==> src/evq_pkg.sv <==
package evq_pkg;
	localparam int ESEL_LSB = 25;
	localparam int ESEL_W = 7;
	localparam int EMASK_LSB = 9;
	localparam int EMASK_W = 16;
	localparam logic [6:0] SEL_WIDE_SIMD = 7'h1a;
	localparam logic [6:0] SEL_LEGACY_FP = 7'h04;
	localparam logic [6:0] SEL_FP_MOVE = 7'h2e;
	localparam logic [6:0] SEL_MCLEAR = 7'h02;
	localparam int MASK_ALL_BIT = 15;
	localparam int MASK_P0_BIT = 3;
	localparam int MASK_P2_BIT = 4;
	localparam int MASK_CLEAR_BIT = 0;
	localparam int MASK_MEMORY_ORDER_CLEAR_MASK_BIT = 2;
	localparam int MASK_SELF_MODIFY_CLEAR_MASK_BIT = 3;
	localparam int CNT_W = 40;
	localparam int CNTR_BASE = 8;
	localparam int NUM_CNTR = 10;
	localparam int NUM_SEL = 4;
	localparam logic [11:0] OFF_SEL0 = 12'h000;
	localparam logic [11:0] OFF_SEL1 = 12'h004;
	localparam logic [11:0] OFF_SEL2 = 12'h008;
	localparam logic [11:0] OFF_SEL3 = 12'h00c;
	localparam logic [11:0] OFF_ROUTE = 12'h010;
	localparam logic [11:0] OFF_EDGE = 12'h014;
	localparam logic [11:0] OFF_IRQ_STAT = 12'h018;
	localparam logic [11:0] OFF_IRQ_MASK = 12'h01c;
	localparam logic [11:0] OFF_CNT_LO = 12'h040;
	localparam logic [11:0] OFF_CNT_HI = 12'h080;
	localparam logic [31:0] SEL_RESET = 32'h0000_0000;
endpackage

==> src/evq_qualifier.sv <==
`timescale 1ns/100ps
// Operation
// RL1: code 1ah in select field bits 31:25 picks wide simd integer uops.
// RL2: mask bit 15 counts every wide simd integer uop.
// RL3: each qualifying wide simd uop counts, not one per instruction.
// RL4: code 04h picks legacy fp uops, counters 8 to 11 only.
// RL5: mask bit 15 counts every legacy fp uop, each uop separately.
// RL6: legacy fp event excludes load, store and register move uops.
// RL7: code 2eh picks fp/simd load, store, move uops on ports 0 and 2.
// RL8: mask bit 3 counts port 0 store/move; bit 4 port 2 loads.
// RL9: move event ignores integer moves, includes assist flows.
// RL10: code 02h machine clear only via selectors two and three.
// RL11: machine clear counts by one chosen mask bit while pipeline clears.
// RL12: bit 0 counts clear cycles; edge mode counts occurrences.
// RL13: bit 2 counts once per memory-ordering clear.
// RL14: bit 3 counts once per self-modifying-code clear.
// RL15: fp unit events only from selectors zero and one.
// RL16: same-cycle qualifying uops are summed, none dropped.
module evq_qualifier
	import evq_pkg::*;
(
	input wire logic pclk,
	input wire logic presetn,
	input wire logic psel,
	input wire logic penable,
	input wire logic pwrite,
	input wire logic [11:0] paddr,
	input wire logic [31:0] pwdata,
	output logic [31:0] prdata,
	output logic pready,
	output logic pslverr,
	input wire logic [1:0] wide_simd_uops,
	input wire logic [1:0] fp_uops,
	input wire logic [1:0] fp_mem_move_uops,
	input wire logic p0_fp_store_move,
	input wire logic p2_fp_load,
	input wire logic pipe_clearing,
	input wire logic mem_order_clear,
	input wire logic self_modify_clear,
	output logic irq
);
	typedef struct packed {
		logic [NUM_SEL-1:0][31:0] sel;
		logic [NUM_CNTR-1:0] route;
		logic [NUM_CNTR-1:0] edge_mode;
		logic [NUM_CNTR-1:0] stat;
		logic [NUM_CNTR-1:0] mask;
		logic clear_d;
		logic [31:0] rdata;
	} regs_s;
	regs_s st_reg, st_next;
	logic [NUM_CNTR-1:0][CNT_W-1:0] cnt;
	logic [NUM_CNTR-1:0] wrap;
	logic [NUM_CNTR-1:0] cclr;
	logic [NUM_CNTR-1:0][2:0] inc;
	logic [NUM_SEL-1:0][2:0] sel_inc;
	logic [NUM_SEL-1:0][2:0] sel_inc_edge;
	logic wr;
	logic rd;
	logic hit;
	logic [3:0] cidx;

	function automatic logic [6:0] sel_code(input logic [31:0] r);
		sel_code = r[ESEL_LSB +: ESEL_W];
	endfunction
	function automatic logic [15:0] sel_mask(input logic [31:0] r);
		sel_mask = r[EMASK_LSB +: EMASK_W];
	endfunction
	function automatic logic mask_bit(input logic [31:0] r, input int b);
		mask_bit = r[EMASK_LSB + b];
	endfunction

	// counter word window, lo or hi bank
	function automatic logic cnt_hit(input logic [11:0] a,
		input logic [11:0] base);
		return (a & 12'hfc0) == base && a[5:2] < 4'(NUM_CNTR);
	endfunction

	// wide simd integer uops, all-bit qualified
	function automatic logic [2:0] wide_inc(input logic [31:0] r,
		input logic [1:0] ws);
		logic [2:0] n;
		n = 3'h0;
		if (sel_code(r) == SEL_WIDE_SIMD && mask_bit(r, MASK_ALL_BIT)) begin
			n = {1'b0, ws}; // [RL1] [RL2] [RL3]
		end
		return n;
	endfunction

	// pipeline reports fp uops without load/store/move ones
	function automatic logic [2:0] legacy_inc(input logic [31:0] r,
		input logic [1:0] fp);
		logic [2:0] n;
		n = 3'h0;
		if (sel_code(r) == SEL_LEGACY_FP && mask_bit(r, MASK_ALL_BIT)) begin
			n = {1'b0, fp}; // [RL4] [RL5] [RL6]
		end
		return n;
	endfunction

	// port strobes carry fp/simd moves only, assists included
	function automatic logic [2:0] move_inc(input logic [31:0] r,
		input logic p0, input logic p2);
		logic [2:0] n;
		n = 3'h0;
		if (sel_code(r) == SEL_FP_MOVE) begin // [RL7] [RL9]
			if (mask_bit(r, MASK_P0_BIT) && p0) begin
				n = n + 3'h1; // [RL8]
			end
			if (mask_bit(r, MASK_P2_BIT) && p2) begin
				n = n + 3'h1; // [RL8]
			end
		end
		return n;
	endfunction

	// fp unit events, selectors zero and one only; codes are exclusive
	function automatic logic [2:0] fp_unit_inc(input logic [31:0] r,
		input logic [1:0] ws, input logic [1:0] fp,
		input logic p0, input logic p2);
		return wide_inc(r, ws) | legacy_inc(r, fp) | move_inc(r, p0, p2);
	endfunction

	function automatic logic [2:0] clear_inc(input logic [31:0] r,
		input logic busy, input logic mo, input logic sm);
		logic [2:0] n;
		n = 3'h0;
		if (sel_code(r) == SEL_MCLEAR) begin // [RL10] [RL11]
			if (mask_bit(r, MASK_CLEAR_BIT) && busy) begin
				n = n + 3'h1; // [RL12]
			end
			if (mask_bit(r, MASK_MEMORY_ORDER_CLEAR_MASK_BIT) && mo) begin
				n = n + 3'h1; // [RL13]
			end
			if (mask_bit(r, MASK_SELF_MODIFY_CLEAR_MASK_BIT) && sm) begin
				n = n + 3'h1; // [RL14]
			end
		end
		return n;
	endfunction

	always_comb begin
		for (int s = 0; s < 2; s++) begin
			sel_inc[s] = fp_unit_inc(st_reg.sel[s], wide_simd_uops, fp_uops,
				p0_fp_store_move, p2_fp_load); // [RL15]
			sel_inc_edge[s] = sel_inc[s];
		end
		for (int s = 2; s < NUM_SEL; s++) begin
			sel_inc[s] = clear_inc(st_reg.sel[s], pipe_clearing,
				mem_order_clear, self_modify_clear); // [RL10]
			// edge mode: only the rising edge of the clear window counts
			sel_inc_edge[s] = clear_inc(st_reg.sel[s],
				pipe_clearing & ~st_reg.clear_d, mem_order_clear,
				self_modify_clear); // [RL12]
		end
	end

	// counters 8,9 <- sel0; 10,11 <- sel1; 12,13,16 <- sel2; 14,15,17 <- sel3
	function automatic int src_of(input int c);
		case (c)
			0, 1: return 0;
			2, 3: return 1;
			4, 5, 8: return 2;
			default: return 3;
		endcase
	endfunction

	always_comb begin
		for (int c = 0; c < NUM_CNTR; c++) begin
			inc[c] = 3'h0;
			if (st_reg.route[c]) begin
				inc[c] = st_reg.edge_mode[c] ? sel_inc_edge[src_of(c)] :
					sel_inc[src_of(c)]; // [RL4] [RL15] [RL16]
			end
		end
	end

	genvar g;
	generate
		for (g = 0; g < NUM_CNTR; g++) begin : g_cnt
			evq_uop_counter #(.WIDTH(CNT_W)) u_cnt (
				.pclk(pclk),
				.presetn(presetn),
				.clr(cclr[g]),
				.inc(inc[g]),
				.count(cnt[g]),
				.wrap(wrap[g])
			);
		end
	endgenerate

	assign wr = psel & penable & pwrite;
	assign rd = psel & ~penable & ~pwrite;

	always_comb begin
		st_next = st_reg;
		st_next.clear_d = pipe_clearing;
		cclr = '0;
		hit = 1'b1;
		cidx = paddr[5:2];
		if (paddr == OFF_SEL0 || paddr == OFF_SEL1 || paddr == OFF_SEL2 ||
			paddr == OFF_SEL3) begin
			if (wr) st_next.sel[paddr[3:2]] = pwdata;
			st_next.rdata = st_reg.sel[paddr[3:2]];
		end else if (paddr == OFF_ROUTE) begin
			if (wr) st_next.route = pwdata[NUM_CNTR-1:0];
			st_next.rdata = {22'h0, st_reg.route};
		end else if (paddr == OFF_EDGE) begin
			if (wr) st_next.edge_mode = pwdata[NUM_CNTR-1:0];
			st_next.rdata = {22'h0, st_reg.edge_mode};
		end else if (paddr == OFF_IRQ_STAT) begin
			if (wr) st_next.stat = st_reg.stat & ~pwdata[NUM_CNTR-1:0];
			st_next.rdata = {22'h0, st_reg.stat};
		end else if (paddr == OFF_IRQ_MASK) begin
			if (wr) st_next.mask = pwdata[NUM_CNTR-1:0];
			st_next.rdata = {22'h0, st_reg.mask};
		end else if (cnt_hit(paddr, OFF_CNT_LO)) begin
			if (wr) cclr[cidx] = 1'b1;
			st_next.rdata = cnt[cidx][31:0];
		end else if (cnt_hit(paddr, OFF_CNT_HI)) begin
			st_next.rdata = {24'h0, cnt[cidx][CNT_W-1:32]};
		end else begin
			hit = 1'b0;
			st_next.rdata = 32'h0;
		end
		if (!rd) st_next.rdata = st_reg.rdata;
		// wrap set wins over a same-cycle clear
		st_next.stat = st_next.stat | wrap;
	end

	always_ff @(posedge pclk or negedge presetn) begin
		if (!presetn) begin
			st_reg <= '0;
		end else begin
			st_reg <= st_next;
		end
	end

	assign prdata = st_reg.rdata;
	assign pready = 1'b1;
	assign pslverr = psel & penable & ~hit;
	assign irq = |(st_reg.stat & st_reg.mask);

	AST_WIDE: assert property (@(posedge pclk) disable iff (!presetn) // [RL3]
		(st_reg.route[0] && !st_reg.edge_mode[0] &&
		sel_code(st_reg.sel[0]) == SEL_WIDE_SIMD &&
		mask_bit(st_reg.sel[0], MASK_ALL_BIT) && !cclr[0])
		|=> cnt[0] == $past(cnt[0]) + CNT_W'($past(wide_simd_uops)))
		else $error("wide simd count mismatch");
	AST_MO: assert property (@(posedge pclk) disable iff (!presetn) // [RL13]
		(sel_code(st_reg.sel[2]) == SEL_MCLEAR &&
		sel_mask(st_reg.sel[2]) == 16'h0004 && mem_order_clear)
		|-> sel_inc[2] == 3'h1)
		else $error("memory order clear not counted once");
	AST_ROUTE: assert property (@(posedge pclk) disable iff (!presetn) // [RL10]
		sel_code(st_reg.sel[0]) == SEL_MCLEAR |-> sel_inc[0] == 3'h0)
		else $error("machine clear taken on fp selector");
	AST_IRQ: assert property (@(posedge pclk) disable iff (!presetn)
		(wrap != '0) |=> st_reg.stat[0] | ~$past(wrap[0]))
		else $error("wrap status lost");
	AST_LEVEL: assert property (@(posedge pclk) disable iff (!presetn) // [RL12]
		(sel_code(st_reg.sel[2]) == SEL_MCLEAR &&
		sel_mask(st_reg.sel[2]) == 16'h0001 && pipe_clearing)
		|-> sel_inc[2] == 3'h1)
		else $error("clear cycle not counted");
	AST_EDGE: assert property (@(posedge pclk) disable iff (!presetn) // [RL12]
		(sel_code(st_reg.sel[2]) == SEL_MCLEAR &&
		sel_mask(st_reg.sel[2]) == 16'h0001 &&
		pipe_clearing && st_reg.clear_d)
		|-> sel_inc_edge[2] == 3'h0)
		else $error("edge mode counted a held clear");
	AST_RISE: assert property (@(posedge pclk) disable iff (!presetn) // [RL12]
		(sel_code(st_reg.sel[3]) == SEL_MCLEAR &&
		sel_mask(st_reg.sel[3]) == 16'h0001 &&
		pipe_clearing && !st_reg.clear_d)
		|-> sel_inc_edge[3] == 3'h1)
		else $error("edge mode missed a clear start");
	AST_MO_EDGE: assert property (@(posedge pclk) disable iff (!presetn) // [RL13]
		(sel_code(st_reg.sel[2]) == SEL_MCLEAR &&
		sel_mask(st_reg.sel[2]) == 16'h0004 && mem_order_clear)
		|-> sel_inc_edge[2] == 3'h1)
		else $error("memory order clear lost in edge mode");
	AST_MO3: assert property (@(posedge pclk) disable iff (!presetn) // [RL13]
		(sel_code(st_reg.sel[3]) == SEL_MCLEAR &&
		sel_mask(st_reg.sel[3]) == 16'h0004 && mem_order_clear)
		|-> sel_inc[3] == 3'h1)
		else $error("memory order clear not counted on selector three");
	AST_SM: assert property (@(posedge pclk) disable iff (!presetn) // [RL14]
		(sel_code(st_reg.sel[3]) == SEL_MCLEAR &&
		sel_mask(st_reg.sel[3]) == 16'h0008 && self_modify_clear)
		|-> sel_inc[3] == 3'h1)
		else $error("self modify clear not counted once");
	AST_FP: assert property (@(posedge pclk) disable iff (!presetn) // [RL5]
		(sel_code(st_reg.sel[1]) == SEL_LEGACY_FP &&
		mask_bit(st_reg.sel[1], MASK_ALL_BIT))
		|-> sel_inc[1] == {1'b0, fp_uops})
		else $error("legacy fp uops not all counted");
	AST_MOVE: assert property (@(posedge pclk) disable iff (!presetn) // [RL8]
		(sel_code(st_reg.sel[1]) == SEL_FP_MOVE &&
		sel_mask(st_reg.sel[1]) == 16'h0018 &&
		p0_fp_store_move && p2_fp_load)
		|-> sel_inc[1] == 3'h2)
		else $error("port moves not summed");
	AST_CLR_SEL: assert property (@(posedge pclk) disable iff (!presetn) // [RL15]
		sel_code(st_reg.sel[2]) == SEL_WIDE_SIMD |-> sel_inc[2] == 3'h0)
		else $error("fp unit event taken on retire selector");
	AST_ROUTE1: assert property (@(posedge pclk) disable iff (!presetn) // [RL10]
		sel_code(st_reg.sel[1]) == SEL_MCLEAR |-> sel_inc[1] == 3'h0)
		else $error("machine clear taken on fp selector one");
	AST_NOROUTE: assert property (@(posedge pclk) disable iff (!presetn) // [RL15]
		!st_reg.route[0] |-> inc[0] == 3'h0)
		else $error("unrouted counter incremented");
	AST_CCLR: assert property (@(posedge pclk) disable iff (!presetn)
		cclr[0] |=> cnt[0] == '0)
		else $error("counter not cleared by write");
	AST_HOLD: assert property (@(posedge pclk) disable iff (!presetn)
		(inc[0] == 3'h0 && !cclr[0]) |=> $stable(cnt[0]))
		else $error("idle counter moved");
	AST_RDATA: assert property (@(posedge pclk) disable iff (!presetn)
		(psel && !penable && !pwrite && paddr == OFF_ROUTE)
		|=> prdata == {22'h0, $past(st_reg.route)})
		else $error("route read data wrong");
endmodule

==> src/evq_uop_counter.sv <==
`timescale 1ns/100ps
module evq_uop_counter
	import evq_pkg::*;
#(
	parameter int WIDTH = CNT_W
) (
	input wire logic pclk,
	input wire logic presetn,
	input wire logic clr,
	input wire logic [2:0] inc,
	output logic [WIDTH-1:0] count,
	output logic wrap
);
	typedef struct packed {
		logic [WIDTH-1:0] cnt;
		logic wrap;
	} cnt_s;
	cnt_s st_reg, st_next;
	logic [WIDTH:0] sum;
	always_comb begin
		// whole-cycle total added at once
		sum = {1'b0, st_reg.cnt} + {{(WIDTH-2){1'b0}}, inc};
		st_next.cnt = sum[WIDTH-1:0];
		st_next.wrap = sum[WIDTH];
		if (clr) begin
			st_next.cnt = '0;
			st_next.wrap = 1'b0;
		end
	end
	always_ff @(posedge pclk or negedge presetn) begin
		if (!presetn) begin
			st_reg <= '0;
		end else begin
			st_reg <= st_next;
		end
	end
	assign count = st_reg.cnt;
	assign wrap = st_reg.wrap;
endmodule

==> config.mk <==
export PLATFORM = sky130hd
export DESIGN_NAME = evq_qualifier
export DESIGN_NICKNAME = d
export VERILOG_FILES = /design/src/evq_pkg.sv /design/src/evq_qualifier.sv /design/src/evq_uop_counter.sv
export SDC_FILE = /design/constraint.sdc
export NUM_CORES = 1
export LEC_CHECK = 0
export ABC_AREA = 1
export BUFFER_PORTS_ARGS = -buffer_cell sky130_fd_sc_hd__buf_2
export CORE_ASPECT_RATIO = 1.1
export CORE_MARGIN = 10
export CORE_UTILIZATION = 60
export CTS_CLUSTER_SIZE = 8
export DETAILED_ROUTE_END_ITERATION = 12
export MAX_ROUTING_LAYER = met4
export PLACE_DENSITY_LB_ADDON = 0.1
export SETUP_SLACK_MARGIN = 0.2
export SYNTH_ARGS = -nofsm -noshare
export SYNTH_HDL_FRONTEND = slang
export SYNTH_SLANG_ARGS = --single-unit
==> constraint.sdc <==
create_clock -name pclk -period 4.5 [get_ports pclk]
set_clock_uncertainty 0.15 [all_clocks]
set_input_delay 0.45 -clock pclk [delete_from_list [all_inputs] [get_ports pclk]]
set_output_delay 0.45 -clock pclk [all_outputs]
set_load 0.01 [all_outputs]
==> results.yml <==
power:
  powerDensity_nw_per_um2: 307
  swShare_pct: 24.8
  power_frac_clock_pct: 48.7
  switching_power_w: 0.00301
  p_seq_share_pct: 46.1
  irDropWorstVdd_uv: 319
  p_leak_nw: 18.4
  intPower_w: 0.00911
  power_frac_comb_pct: 5.2
synth:
  synth.most_common_cell: "nand2_1"
  syn-cell-area_um2: 35700
  synthTopCellsByCount: "nand2_1 (1078), nor2_1 (684), dfrtp_1 (611)"
  yosys.area.top_type_share_pct: 42.9
  syn_nets: 4952
  syn_avg_cell_area_um2: 7.35
  synth_seq_cells: 611
  synth-edff-count: 0
  yosys_warnings: 0
  synth_area_leaders: "dfrtp_1 (43%), nand2_1 (11%), nor2_1 (7.2%)"
  ys_types: 58
  synth_cells: 4850
  synth_seq_area_share_pct: 42.9
  synth_top_area_cell: "dfrtp_1"
  synth_async_sr_flop_share_pct: 100
  synth_flop_cell: "dfrtp_1"
layout:
  synthToLayoutAreaGrowth_pct: 10.6
  final_util_pct: 67.1
  fillers: 5135
  nNetsFinal: 5044
  largest_register_ffs: 400
  drive_gt1_share_pct: 6.54
clock_network:
  clock-sinks: 611
  clockBufferDepth: 3
  cts_buffers: 86
  cts_tree: "built"
  h-tree-depth: 3
  clk_latency_ns: 0.65
  clk_pin_slew_ns: 0.05
  root_buffer: "clkbuf_16"
floorplan:
  core_um2: 58800
  pin_count: 95
  rows: 93
  dieArea_um2: 69600
  die_h_um: 276
  start_util_pct: 60.7
  die_width_um: 252
detailed_routing:
  drc: 0
  ant_nets: 0
  wl_per_cell_um: 23.7
  first_pass_iters: 6
  drt_wl_total_um: 135000
  via_per_inst: 6.26
  via_count: 35800
  first_iter_violations: 4750
worst_hold_path:
  hp-class: "in -> reg"
global_route:
  grt_pass1_vias: 33400
  gr-usage-met2_pct: 58.0
  overflow: 0
  grt_use_met3_pct: 7.64
  grt_pass1_wl_um: 204000
  grt_max_degree: 111
  grt_busiest_layer: "met2"
  grt_antenna_before_repair: 7
  grt.total_usage_pct: 39.7
  gr-usage-met1_pct: 51.0
worst_setup_path:
  reg2reg_slack_ns: 0.49
  cp_top_family: "simple AND/OR/NAND/NOR gates"
  crit_path_max_incr_delay_ns: 0.54
  critPathCaptureType: "flip-flop"
  cp.buffers_inverters: 6
  critPathArrivalTime_ns: 4.47
  required_ns: 4.88
  path_class: "in -> reg"
  crit_slowest_cell: "dlygate4sd3_1"
  cp_common_cell: "nand2_1"
  path_max_fanout: 5
  path_cells: "dlygate4sd3_1 -> buf_2 -> nand2_1 -> ha_1 -> inv_1 -> nor2_1 -> nor3_2 -> o21ai_0 -> nor2_2 -> ha_1 -> inv_1 -> fa_1 -> inv_1 -> nand3_1 -> nand2_1 -> nand2_1 -> nor2_1 -> nand2_1 -> nor2_1 -> nand4_1 -> inv_1 -> nand2_1 -> o21ai_0 -> a21oi_1"
  start_kind: "input port"
placement:
  dp_hpwl_um: 103000
  port_buffers: 91
  gp_congestion: 1.06
timing:
  slew_violations: 0
  rsz0062_at_grt: "yes"
  worst_pin_slew_ns: 1.16
  period_needed_ns: 4.09
  setup_viol: 0
  hold_violations: 0
  slew_headroom_pct: 22.7
  min_period_over_period_pct: 90.8
  final.setup.tns_ns: 0
  max_freq_mhz: 245
job:
  maxCapViolCount: 0
run_status:
  status: "finished, final reports clean"
-- power by group through the flow --
stage               Combinational [W]  Sequential, W  Clock, W
finish                       0.000631        0.00558   0.00590
detailed placement           0.000599        0.00567         0
global route                 0.000665        0.00558   0.00615
CTS                          0.000617        0.00558   0.00590
global placement             0.000594        0.00567         0
floorplan                    0.000283        0.00566         0
-- path summary, 6_finish.rpt --
kind	startpoint	end	cells after the start
setup reg to reg	st_reg[135]$_DFFE_PN0P_	g_cnt[2].u_cnt.wrap$_DFF_PN0_	19
hold / removal	pwdata[24]	st_reg[97]$_DFFE_PN0P_	3
max in group asynchronous	presetn	g_cnt[8].u_cnt.count[31]$_DFF_PN0_	3
hold reg to reg	g_cnt[0].u_cnt.wrap$_DFF_PN0_	st_reg[43]$_DFF_PN0_	2
setup / recovery	pipe_clearing	g_cnt[7].u_cnt.count[36]$_DFF_PN0_	24
min in group asynchronous	presetn	g_cnt[7].u_cnt.count[19]$_DFF_PN0_	2
-- metrics by stage --
step           setup slack [ns]  instances  power [W]  area [um2]  hold slack (ns)
2_1_floorplan              1.05       4850    0.00594       35700          0.00441
3_3_place_gp              0.235       5591    0.00627       36800            0.284
3_5_place_dp              0.190       5591    0.00627       36800            0.294
4_1_cts                   0.262       5709     0.0121       39400         0.000363
5_1_grt                   0.145       5716     0.0124       39400           0.0290
6_report                  0.413       5716     0.0121       39400          0.00638
-- layout make-up --
type | instances | area [um2] | area share [%]
well taps | 760 | 951 | 2.41
clock inverters | 7 | 134 | 0.339
diodes | 5 | 12.5 | 0.0317
flip-flops and latches | 611 | 15300 | 38.8
inverters | 569 | 2140 | 5.41
clock buffers | 90 | 2180 | 5.52
repair buffers | 175 | 1220 | 3.10
multi-input cells | 3499 | 17500 | 44.4
-- repair_timing --
item                                    4_1_cts  5_1_grt
hold endpoints to repair                    152        0
hold buffers                                 21        0
gates resized for setup                       0       19
endpoints found under the setup margin        0       36
setup buffers                                 0        2
-- kinds of logic after synthesis --
family | share of synthesized area, %
AO/OA/AOI/OAI | 13.1
XOR/XNOR | 4.25
adder cells (fa/ha/maj) | 1.68
buffers and inverters | 8.35
flip-flops | 42.9
other | 0.0105
AND/OR/NAND/NOR | 29.7
-- per-layer routing --
layer	routed length (um)	vias to the layer above	part of all wire [%]
met5	0	-	0
met4	9370	0	6.9
met3	13700	396	10
met2	59200	2113	44
met1	53100	17000	39
li1	-	16200	-
-- placed cells by master (no fill, tap or decap), types with 79 or more instances in the layout --
cell / n
nor3_1: 235
dfrtp_1: 611
nor2_1: 672
a21oi_1: 209
nand4_1: 128
buf_2: 90
nand2_1: 1075
inv_1: 555
o22ai_1: 79
xor2_1: 130
nand3_1: 183
clkbuf_16: 86
o21ai_0: 338
a22oi_1: 95
-- worst reg2reg max path, stage by stage (launching register included) --
cell and delay, ns:
dfrtp_1 0.42, nor2_1 0.12, nand3_1 0.09, or4_1 0.45, o211ai_1 0.19, buf_4 0.18, nand2_1 0.06, inv_1 0.06
ha_1 0.38, fa_1 0.31, nand2_1 0.09, nor2_2 0.19, nand3_1 0.22, nor2_1 0.15, nand2_1 0.08, nor2_1 0.16
nand2_1 0.12, nor3_2 0.19, nand3_1 0.11, nor3_1 0.19
Power figures use the tool's default switching activity.
